`src/verilog/tcic_pkg.sv`:
```
// Constants for the single timer channel with interval and width capture.
// Assumes a 32-bit classic Wishbone bus with byte addresses, one word a register.
package tcic_pkg;

  // ---------------------------------------------------------------------------
  // Register byte offsets
  // ---------------------------------------------------------------------------
  localparam logic [7:0] OFS_UNIT_CTRL  = 8'h00;
  localparam logic [7:0] OFS_PRESCALER  = 8'h04;
  localparam logic [7:0] OFS_MODE       = 8'h08;
  localparam logic [7:0] OFS_TRIGGER    = 8'h0c;
  localparam logic [7:0] OFS_STATUS     = 8'h10;
  localparam logic [7:0] OFS_COUNTER    = 8'h14;
  localparam logic [7:0] OFS_CAPTURE    = 8'h18;
  localparam logic [7:0] OFS_ENABLE     = 8'h1c;
  localparam logic [7:0] OFS_OUTPUT_CTL = 8'h20;

  // ---------------------------------------------------------------------------
  // Field positions
  // ---------------------------------------------------------------------------
  localparam int TRIG_START_BIT = 0;
  localparam int TRIG_STOP_BIT  = 1;
  localparam int MODE_MD0_BIT   = 0;
  localparam int MODE_OP_LSB    = 1;
  localparam int MODE_IES_LSB   = 6;
  localparam int MODE_STS_LSB   = 8;
  localparam int MODE_CKS_BIT   = 15;
  localparam int PRE_B_LSB      = 4;

  // ---------------------------------------------------------------------------
  // Encodings and values after reset
  // ---------------------------------------------------------------------------
  localparam logic [2:0]  OP_INTERVAL   = 3'h2;
  localparam logic [2:0]  OP_WIDTH      = 3'h6;
  localparam logic [2:0]  STS_PIN_EDGE  = 3'h1;
  localparam logic [1:0]  IES_FALL      = 2'h0;
  localparam logic [1:0]  IES_RISE      = 2'h1;
  localparam logic [1:0]  IES_BOTH      = 2'h2;
  localparam logic [1:0]  IES_LOW_WIDTH = 2'h2;
  localparam logic [1:0]  IES_HIGH_WID  = 2'h3;
  localparam logic [15:0] RST_MODE      = 16'h0000;
  localparam logic [7:0]  RST_PRESCALER = 8'h00;
  localparam logic [15:0] RST_COUNT     = 16'h0000;
  localparam logic [15:0] COUNT_FULL    = 16'hffff;
  localparam logic [3:0]  RST_OUTPUT    = 4'h0;

endpackage

```
`src/verilog/tcic_chan_if.sv`:
```
// Carries operating clock ticks and sampled input edges inside the channel.
// Assumes all parties run on the same clk.
`timescale 1ns/1ps
interface tcic_chan_if;
  logic pwr;
  logic tick_a;
  logic tick_b;
  logic clk_sel;
  logic rise;
  logic fall;

  modport presc (input pwr, output tick_a, output tick_b);
  modport edge_det (input pwr, input tick_a, input tick_b, input clk_sel,
                    output rise, output fall);
  modport core (output pwr, output clk_sel, input tick_a, input tick_b,
                input rise, input fall);
endinterface

```
`src/verilog/tcic_edge_detect.sv`:
```
// Synchronises the timer input pin, filters it and samples it on the
// selected operating clock tick, giving one-cycle rise and fall pulses.
// Assumes the pin is asynchronous to clk.
`timescale 1ns/1ps
module tcic_edge_detect (
  // Clock and reset
  input  wire logic clk,
  input  wire logic rst_n,
  // Pin
  input  wire logic timer_input_pin,
  // Edges
  tcic_chan_if.edge_det chan
);

  typedef struct packed {
    logic [2:0] sync;
    logic       filt;
    logic       samp;
    logic       rise;
    logic       fall;
  } tcic_edge_s;

  tcic_edge_s s;
  tcic_edge_s next_s;
  logic       tick;

  always_comb begin
    next_s = s;
    tick = chan.clk_sel ? chan.tick_b : chan.tick_a;
    next_s.sync = {s.sync[1:0], timer_input_pin};
    next_s.rise = 1'b0;
    next_s.fall = 1'b0;
    if (s.sync[1] == s.sync[2]) begin
      next_s.filt = s.sync[2];
    end
    // sampled on tick
    if (tick) begin
      next_s.samp = s.filt;
      next_s.rise = s.filt & ~s.samp;
      next_s.fall = ~s.filt & s.samp;
    end
    if (!chan.pwr) begin
      next_s.samp = s.filt;
      next_s.rise = 1'b0;
      next_s.fall = 1'b0;
    end
  end

  always_ff @(posedge clk) begin
    if (!rst_n) begin
      s <= '0;
    end else begin
      s <= next_s;
    end
  end

  assign chan.rise = s.rise;
  assign chan.fall = s.fall;

endmodule

```
`src/verilog/tcic_prescaler.sv`:
```
// Makes the two shared operating clock ticks as one-cycle enables of clk.
// Assumes the unit power bit stops and clears it.
`timescale 1ns/1ps
module tcic_prescaler (
  // Clock and reset
  input  wire logic       clk,
  input  wire logic       rst_n,
  // Divider settings, exponent of two per clock
  input  wire logic [3:0] div_a,
  input  wire logic [3:0] div_b,
  // Ticks
  tcic_chan_if.presc      chan
);

  typedef struct packed {
    logic [15:0] cnt;
    logic        ta;
    logic        tb;
  } tcic_presc_s;

  tcic_presc_s s;
  tcic_presc_s next_s;

  function automatic logic tick_of(input logic [15:0] cnt, input logic [3:0] n);
    logic [15:0] mask;
    mask = 16'((17'h1 << n) - 17'h1);
    return (cnt & mask) == mask;
  endfunction

  always_comb begin
    next_s = s;
    next_s.cnt = s.cnt + 16'h0001;
    next_s.ta = tick_of(s.cnt, div_a);
    next_s.tb = tick_of(s.cnt, div_b);
    if (!chan.pwr) begin
      next_s = '0;
    end
  end

  always_ff @(posedge clk) begin
    if (!rst_n) begin
      s <= '0;
    end else begin
      s <= next_s;
    end
  end

  assign chan.tick_a = s.ta;
  assign chan.tick_b = s.tb;

endmodule

```
`src/verilog/tcic_top.sv`:
```
// Timer channel measuring pulse interval or high/low width of an input pin.
// Assumes a classic Wishbone master on clk and an asynchronous input pin.
//
// Operation
// Interval start: counter counts up from zero.
// Interval edge: capture, clear counter, interrupt.
// Overflow flag reflects wrap during period.
// Overflow is one sticky bit per period.
// Width is period times overflow-extended capture plus one.
// Interval needs start trigger select 001B.
// Software start while running captures too.
// Pin sampled with selected operating clock.
// First count clock clears counter, optional interrupt.
// Stop clears enable, holds counter and flag.
// Start and stop bits self clear.
// Only edge bits change while running; the code accepts writes to all mode bits while running.
// Width start arms wait for start edge.
// Start edge clears counter, counts up.
// Capture edge stores, interrupts, stops at value+1.
// 10B low width, 11B high width.
// No width start while enabled.
// Power off stops clock, blocks writes.
// Power off resets unit and channel.
// Prescaler sets two clocks, select picks one.
// Output kept disabled, zero, toggle mode.
// Sixteen-bit counter wraps, wrap counts as overflow.
//
// Decided for this implementation: the Wishbone slave port and the register addresses.
`timescale 1ns/1ps
module tcic_top (
  // Clock and reset
  input  wire logic        clk,
  input  wire logic        rst_n,
  // Wishbone slave
  input  wire logic        wb_cyc_i,
  input  wire logic        wb_stb_i,
  input  wire logic        wb_we_i,
  input  wire logic [7:0]  wb_adr_i,
  input  wire logic [3:0]  wb_sel_i,
  input  wire logic [31:0] wb_dat_i,
  output logic [31:0]      wb_dat_o,
  output logic             wb_ack_o,
  // Timer pin and event
  input  wire logic        timer_input_pin,
  output logic             channel_interrupt
);

  // ---------------------------------------------------------------------------
  // State
  // ---------------------------------------------------------------------------
  typedef enum logic [2:0] {
    ST_IDLE,
    ST_ARM,
    ST_RUN,
    ST_WAIT_START,
    ST_WIDTH_RUN
  } tcic_state_e;

  typedef struct packed {
    logic        pwr;
    logic [7:0]  presc;
    logic [15:0] mode;
    logic [3:0]  outctl;
    logic        en;
    tcic_state_e st;
    logic [15:0] cnt;
    logic [15:0] cap;
    logic        ovf;
    logic        ovf_pend;
    logic        irq;
    logic        tick_d;
    logic        ack;
    logic [31:0] dat;
  } tcic_core_s;

  tcic_core_s  s;
  tcic_core_s  next_s;
  tcic_chan_if chan ();

  // ---------------------------------------------------------------------------
  // Helpers
  // ---------------------------------------------------------------------------
  function automatic logic [31:0] merge(input logic [31:0] old, input logic [31:0] wd,
                                        input logic [3:0] sel);
    logic [31:0] r;
    r = old;
    for (int i = 0; i < 4; i++) begin
      if (sel[i]) begin
        r[i*8 +: 8] = wd[i*8 +: 8];
      end
    end
    return r;
  endfunction

  function automatic logic [15:0] inc(input logic [15:0] v);
    return v + 16'h0001;
  endfunction

  // ---------------------------------------------------------------------------
  // Submodules
  // ---------------------------------------------------------------------------
  tcic_prescaler u_presc (
    .clk   (clk),
    .rst_n (rst_n),
    .div_a (s.presc[3:0]),
    .div_b (s.presc[tcic_pkg::PRE_B_LSB +: 4]),
    .chan  (chan)
  );

  tcic_edge_detect u_edge (
    .clk             (clk),
    .rst_n           (rst_n),
    .timer_input_pin (timer_input_pin),
    .chan            (chan)
  );

  assign chan.pwr = s.pwr;
  // clock select
  assign chan.clk_sel = s.mode[tcic_pkg::MODE_CKS_BIT];

  // ---------------------------------------------------------------------------
  // Next state
  // ---------------------------------------------------------------------------
  logic        req;
  logic        wr;
  logic        start_wr;
  logic        stop_wr;
  logic        tick;
  logic [2:0]  op;
  logic [1:0]  ies;
  logic        edge_ok;
  logic        pin_cap;
  logic        w_start;
  logic        w_cap;
  logic [31:0] rd;
  logic [31:0] mrg;

  always_comb begin
    next_s = s;
    req = wb_cyc_i & wb_stb_i & ~s.ack;
    wr = req & wb_we_i;
    mrg = 32'h0;
    rd = 32'h0;
    start_wr = 1'b0;
    stop_wr = 1'b0;
    // The edge pulses leave the detector one cycle after the tick that sampled
    // the pin, so counting runs on the delayed tick to keep both in one phase.
    next_s.tick_d = s.mode[tcic_pkg::MODE_CKS_BIT] ? chan.tick_b : chan.tick_a;
    tick = s.tick_d;
    op = s.mode[tcic_pkg::MODE_OP_LSB +: 3];
    ies = s.mode[tcic_pkg::MODE_IES_LSB +: 2];
    // edges need start trigger select 001B
    edge_ok = s.mode[tcic_pkg::MODE_STS_LSB +: 3] == tcic_pkg::STS_PIN_EDGE;
    unique case (ies)
      tcic_pkg::IES_FALL: pin_cap = chan.fall;
      tcic_pkg::IES_RISE: pin_cap = chan.rise;
      tcic_pkg::IES_BOTH: pin_cap = chan.rise | chan.fall;
      default:            pin_cap = 1'b0;
    endcase
    pin_cap = pin_cap & edge_ok;
    // width edge pairing
    w_start = ies[0] ? chan.rise : chan.fall;
    w_cap = ies[0] ? chan.fall : chan.rise;
    next_s.irq = 1'b0;

    // Bus access: one-cycle answer, ack drops the cycle after.
    next_s.ack = req;
    if (req) begin
      mrg = merge(32'h0, wb_dat_i, wb_sel_i);
      unique case (wb_adr_i)
        tcic_pkg::OFS_UNIT_CTRL:  rd = {31'h0, s.pwr};
        tcic_pkg::OFS_PRESCALER:  rd = {24'h0, s.presc};
        tcic_pkg::OFS_MODE:       rd = {16'h0, s.mode};
        tcic_pkg::OFS_STATUS:     rd = {31'h0, s.ovf};
        tcic_pkg::OFS_COUNTER:    rd = {16'h0, s.cnt};
        tcic_pkg::OFS_CAPTURE:    rd = {16'h0, s.cap};
        tcic_pkg::OFS_ENABLE:     rd = {31'h0, s.en};
        tcic_pkg::OFS_OUTPUT_CTL: rd = {28'h0, s.outctl};
        default:                  rd = 32'h0;
      endcase
      // trigger bits read as zero
      next_s.dat = wb_we_i ? s.dat : rd;
    end
    if (wr && wb_adr_i == tcic_pkg::OFS_UNIT_CTRL && wb_sel_i[0]) begin
      next_s.pwr = wb_dat_i[0];
    end
    // writes ignored while powered off
    if (wr && s.pwr) begin
      unique case (wb_adr_i)
        tcic_pkg::OFS_PRESCALER: begin
          next_s.presc = 8'(merge({24'h0, s.presc}, wb_dat_i, wb_sel_i));
        end
        tcic_pkg::OFS_MODE: begin
          next_s.mode = 16'(merge({16'h0, s.mode}, wb_dat_i, wb_sel_i));
        end
        tcic_pkg::OFS_OUTPUT_CTL: begin
          next_s.outctl = 4'(merge({28'h0, s.outctl}, wb_dat_i, wb_sel_i));
        end
        tcic_pkg::OFS_TRIGGER: begin
          // pulses only
          start_wr = mrg[tcic_pkg::TRIG_START_BIT];
          stop_wr = mrg[tcic_pkg::TRIG_STOP_BIT];
        end
        default: begin
        end
      endcase
    end

    // Channel sequencing.
    unique case (s.st)
      ST_IDLE: begin
        if (start_wr && op == tcic_pkg::OP_INTERVAL) begin
          next_s.en = 1'b1;
          next_s.st = ST_ARM;
        end else if (start_wr && op == tcic_pkg::OP_WIDTH) begin
          // wait for start edge
          next_s.en = 1'b1;
          next_s.st = ST_WAIT_START;
        end
      end
      ST_ARM: begin
        // clear at first count clock
        if (tick) begin
          next_s.cnt = tcic_pkg::RST_COUNT;
          next_s.ovf_pend = 1'b0;
          next_s.irq = s.mode[tcic_pkg::MODE_MD0_BIT];
          next_s.st = ST_RUN;
        end
      end
      ST_RUN: begin
        // software capture
        if (pin_cap || start_wr) begin
          // capture, clear, interrupt
          next_s.cap = s.cnt;
          next_s.cnt = tcic_pkg::RST_COUNT;
          // flag per period
          next_s.ovf = s.ovf_pend;
          next_s.ovf_pend = 1'b0;
          next_s.irq = 1'b1;
        end else if (tick) begin
          // count up
          next_s.cnt = inc(s.cnt);
          // wrap is overflow
          // single sticky bit
          if (s.cnt == tcic_pkg::COUNT_FULL) begin
            next_s.ovf_pend = 1'b1;
          end
        end
      end
      ST_WAIT_START: begin
        // start edge clears counter
        if (w_start) begin
          next_s.cnt = tcic_pkg::RST_COUNT;
          next_s.ovf_pend = 1'b0;
          next_s.st = ST_WIDTH_RUN;
        end
      end
      ST_WIDTH_RUN: begin
        if (w_cap) begin
          // capture, stop at value+1
          next_s.cap = s.cnt;
          next_s.cnt = inc(s.cnt);
          next_s.ovf = s.ovf_pend;
          next_s.irq = 1'b1;
          next_s.st = ST_WAIT_START;
        end else if (tick) begin
          next_s.cnt = inc(s.cnt);
          if (s.cnt == tcic_pkg::COUNT_FULL) begin
            next_s.ovf_pend = 1'b1;
          end
        end
      end
      default: begin
        next_s.st = ST_IDLE;
      end
    endcase

    // stop holds counter and flag
    if (stop_wr) begin
      next_s.en = 1'b0;
      next_s.st = ST_IDLE;
    end

    // power off resets the unit
    if (!s.pwr) begin
      next_s.presc = tcic_pkg::RST_PRESCALER;
      next_s.mode = tcic_pkg::RST_MODE;
      next_s.outctl = tcic_pkg::RST_OUTPUT;
      next_s.en = 1'b0;
      next_s.st = ST_IDLE;
      next_s.cnt = tcic_pkg::RST_COUNT;
      next_s.cap = tcic_pkg::RST_COUNT;
      next_s.ovf = 1'b0;
      next_s.ovf_pend = 1'b0;
      next_s.irq = 1'b0;
    end
  end

  // ---------------------------------------------------------------------------
  // Registers
  // ---------------------------------------------------------------------------
  always_ff @(posedge clk) begin
    if (!rst_n) begin
      s <= '{pwr: 1'b0, presc: tcic_pkg::RST_PRESCALER, mode: tcic_pkg::RST_MODE,
             outctl: tcic_pkg::RST_OUTPUT, en: 1'b0, st: ST_IDLE,
             cnt: tcic_pkg::RST_COUNT, cap: tcic_pkg::RST_COUNT, ovf: 1'b0,
             ovf_pend: 1'b0, irq: 1'b0, tick_d: 1'b0, ack: 1'b0, dat: 32'h0};
    end else begin
      s <= next_s;
    end
  end

  assign wb_ack_o = s.ack;
  assign wb_dat_o = s.dat;
  assign channel_interrupt = s.irq;

endmodule
```
`config.mk`:
```
export PLATFORM = sky130hd
export DESIGN_NAME = tcic_top
export DESIGN_NICKNAME = d
export VERILOG_FILES = /design/src/verilog/tcic_pkg.sv /design/src/verilog/tcic_chan_if.sv /design/src/verilog/tcic_edge_detect.sv /design/src/verilog/tcic_prescaler.sv /design/src/verilog/tcic_top.sv
export SDC_FILE = /design/constraint.sdc
export NUM_CORES = 1
export LEC_CHECK = 0
export ABC_AREA = 1
export BUFFER_PORTS_ARGS = -buffer_cell sky130_fd_sc_hd__buf_2
export CAP_MARGIN = 10
export CORE_ASPECT_RATIO = 2
export CORE_MARGIN = 5
export CORE_UTILIZATION = 55
export CTS_CLUSTER_SIZE = 10
export DETAILED_ROUTE_END_ITERATION = 10
export MAX_ROUTING_LAYER = met4
export PLACE_DENSITY = 0.76
export SYNTH_ARGS = -nofsm -noshare
export SYNTH_HDL_FRONTEND = slang
export SYNTH_SLANG_ARGS = --single-unit
```
`constraint.sdc`:
```
create_clock -name clk -period 2.1 [get_ports clk]
set_input_delay 0 -clock clk [delete_from_list [all_inputs] [get_ports clk]]
set_output_delay 0 -clock clk [all_outputs]
set_load 0.02 [all_outputs]
```
==> flow_summary.ini <==
[power]
swShare = 0.240
combPwrFrac = 0.038
leakagePower_nw = 3.08
vdd_drop_max_uv = 444
cellPowerDensity_nw_per_um2 = 556
pwr-share-seq = 0.532
p_int_mw = 2.98
switching_power_mw = 0.940
clock_power_share = 0.429

[yosys]
synth_top_area_frac = 0.350
synth-edff-count = 0
synth_area_leader_cell = dfxtp_1
ys_ff_latch = 110
synthArstFlopShare = 0
synthesis.area_um2 = 6290
yosys_warnings = 0
yosysMostFrequentCell = nand2_1
ys_types = 41
ys.flop_type = dfxtp_1
synthCells = 986
synth_area_per_cell_um2 = 6.38
synth_common_cells = nand2_1, inv_1, dfxtp_1
ys_seq_area_frac = 0.350
netlist_top_cells_area = dfxtp_1, nand2_1, inv_1

[worst_setup_path]
cp_cell_sequence = ha_1 -> nand2_1 -> nor2_1 -> nand2_1 -> nor2_2 -> nand2_1 -> nand2_1 -> nand2_1 -> nand2_1 -> nand2_1 -> nand2_1 -> a21oi_1
path_class = reg2reg
start_kind = flop
slowest_delay_ns = 0.44
required_ns = 2.33
slowest_stage = dfxtp_1
cpMostUsedCell = nand2_1
critical_path_arrival_ns = 2.09
cp-end-kind = flop
critPathMaxFanout = 6

[layout]
drive_above_1_share = 0.108
nets = 1098
synthToLayoutAreaGrowth_pct = 12.3

[routing]
drtAntennaViolNets = 0
dr.pass1.iters = 5
routedWlPerCell_um = 15.7
dr_total_vias = 6549
vias_per_cell = 5.49
drcViolationCount = 0
drt_iter0_markers = 390
wl_mm = 18.7

[global_route]
grt.total_usage = 0.283
grt_max_degree = 64
grt_pass1_vias = 6432
antenna_found_initial = 0
grt-ovfl-total = 0
grt_first_pass_wirelength_mm = 30.2

[place]
place.gp.congestion = 1.01
io_buffers = 49
dp_hpwl_mm = 14.5

[timing]
relSlewSlack = 0.558
rsz0062_at_grt = no
fin_crit_ns = 1.86
period_share = 0.883
fmax_mhz = 539
setup_violations = 0
hold_viol = 0
holdWs_ns = 0.0132
tns_ns = 0
worstMarginPinSlew_ns = 0.656
drv_slew = 0
fin_worst_skew_ns = 0.0126

[floorplan]
die_w_um = 85.6
rows = 55
start_util = 0.557
fp.coreArea_um2 = 11300
die-area_um2 = 13800
io_pins = 84
die_y_um = 161

[clocking]
cts_max_path_buffers = 2
clk_pin_slew_worst_paths_ns = 0.07
h-tree-depth = 3
cts_tree = yes
cts_root_buf = clkbuf_16
clk_latency_ns = 0.36
post_cts_buffers = 0
cts_resized = 0
numCtsBuffers = 9
cts_num_sinks = 110

[run]
maxCapViolations = 0

[run_status]
outcome = complete, no violations

[hold_path]
hold_class = in2reg
-- worst max-delay path: cells and delay by family (launching register included) --
kind            cells  cell delay [ns]
fa+ha+maj           1             0.22
flops               1             0.44
compound gates      1             0.05
simple gates       10             1.04
-- repair_timing --
action | in CTS | in global routing
endpoints found under the hold margin | 27 | 0
hold buffers | 20 | 0
setup endpoints to repair | 0 | 0
-- stage by stage --
stage | area, um^2 | worst slack [ns] | power, mW | utilization | instances
2_1_floorplan | 6340 | 0.465 | 2.23 | - | 1001
3_3_place_gp | 6570 | 0.333 | 2.26 | 0.582 | 1155
3_5_place_dp | 6570 | 0.277 | 2.26 | 0.582 | 1155
4_1_cts | 7060 | 0.260 | 3.94 | 0.625 | 1191
5_1_grt | 7060 | 0.0246 | 4.03 | 0.625 | 1191
6_report | 7060 | 0.245 | 3.92 | 0.626 | 1192
-- registers in the layout (all words and copies together) (netlist names), 2 cells and up --
name           flops
wb_dat_o          16
u_edge.next_s      2
s                 60
u_edge.s           3
op                 3
ies                2
u_presc.s         15
-- metal layers --
metal / wire length (um) / GRT usage
met1: 6160 / 0.254
met2: 10200 / 0.513
met3: 648 / 0.0306
met4: 1730 / 0.233
met5: 0 / -
-- cell usage in the layout, fill, tap and decap left out, drive strengths merged --
master and n:
o21ai 92, nand2 259, nor4 1, clkinv 5
a211oi 5, nor3b 1, ha 4, conb 16
xnor2 1, o22ai 5, nor2 101, a21oi 77
dlygate4sd3 20, nand4 15, nand3 88, clkbuf 10
o211ai 8, buf 73, nor3 18, xor2 5
or2 2, diode 1, inv 126, o31ai 1
dfxtp 110, a31oi 2, a221oi 1, and2 1
o21bai 1, nand3b 1
-- power groups by stage --
stage / clock (mW) / sequential, mW / combinational, mW
3_5_place_dp: 0 / 2.14 / 0.121
6_report: 1.68 / 2.09 / 0.150
2_1_floorplan: 0 / 2.14 / 0.0879
5_1_grt: 1.78 / 2.09 / 0.162
4_1_cts: 1.70 / 2.09 / 0.149
3_3_place_gp: 0 / 2.14 / 0.120
-- logic make-up (layout without fill, tap and decap cells) --
logic type,after synthesis,after routing,synth area share
AND/OR/NAND/NOR,487,487,0.332
AO/OA/AOI/OAI,192,192,0.162
buffers and inverters,186,234,0.139
other,1,17,0.000597
flip-flops,110,110,0.350
XOR/XNOR,6,6,0.00836
adder cells (fa/ha/maj),4,4,0.00796
-- final timing paths --
kind | slack [ns] | start | to | cells after the start
setup / recovery | 0.24 | s[54] | s[67] | 12
hold / removal | 0.01 | wb_dat_i[1] | s[74] | 3
setup reg to reg | 0.24 | s[54] | s[67] | 12
hold reg to reg | 0.42 | u_edge.next_s[5] | u_edge.next_s[6] | 2
-- cell type report --
type / count / area [um^2]
Fill cell: 1170 / 4220
Sequential cell: 110 / 2200
Inverter: 125 / 470
Antenna cell: 1 / 2.50
Tap cell: 142 / 178
Clock buffer: 10 / 229
Timing Repair Buffer: 93 / 651
Multi-Input combinational cell: 705 / 3270
Clock inverter: 6 / 62.6
(Power assumes the default switching activity.)
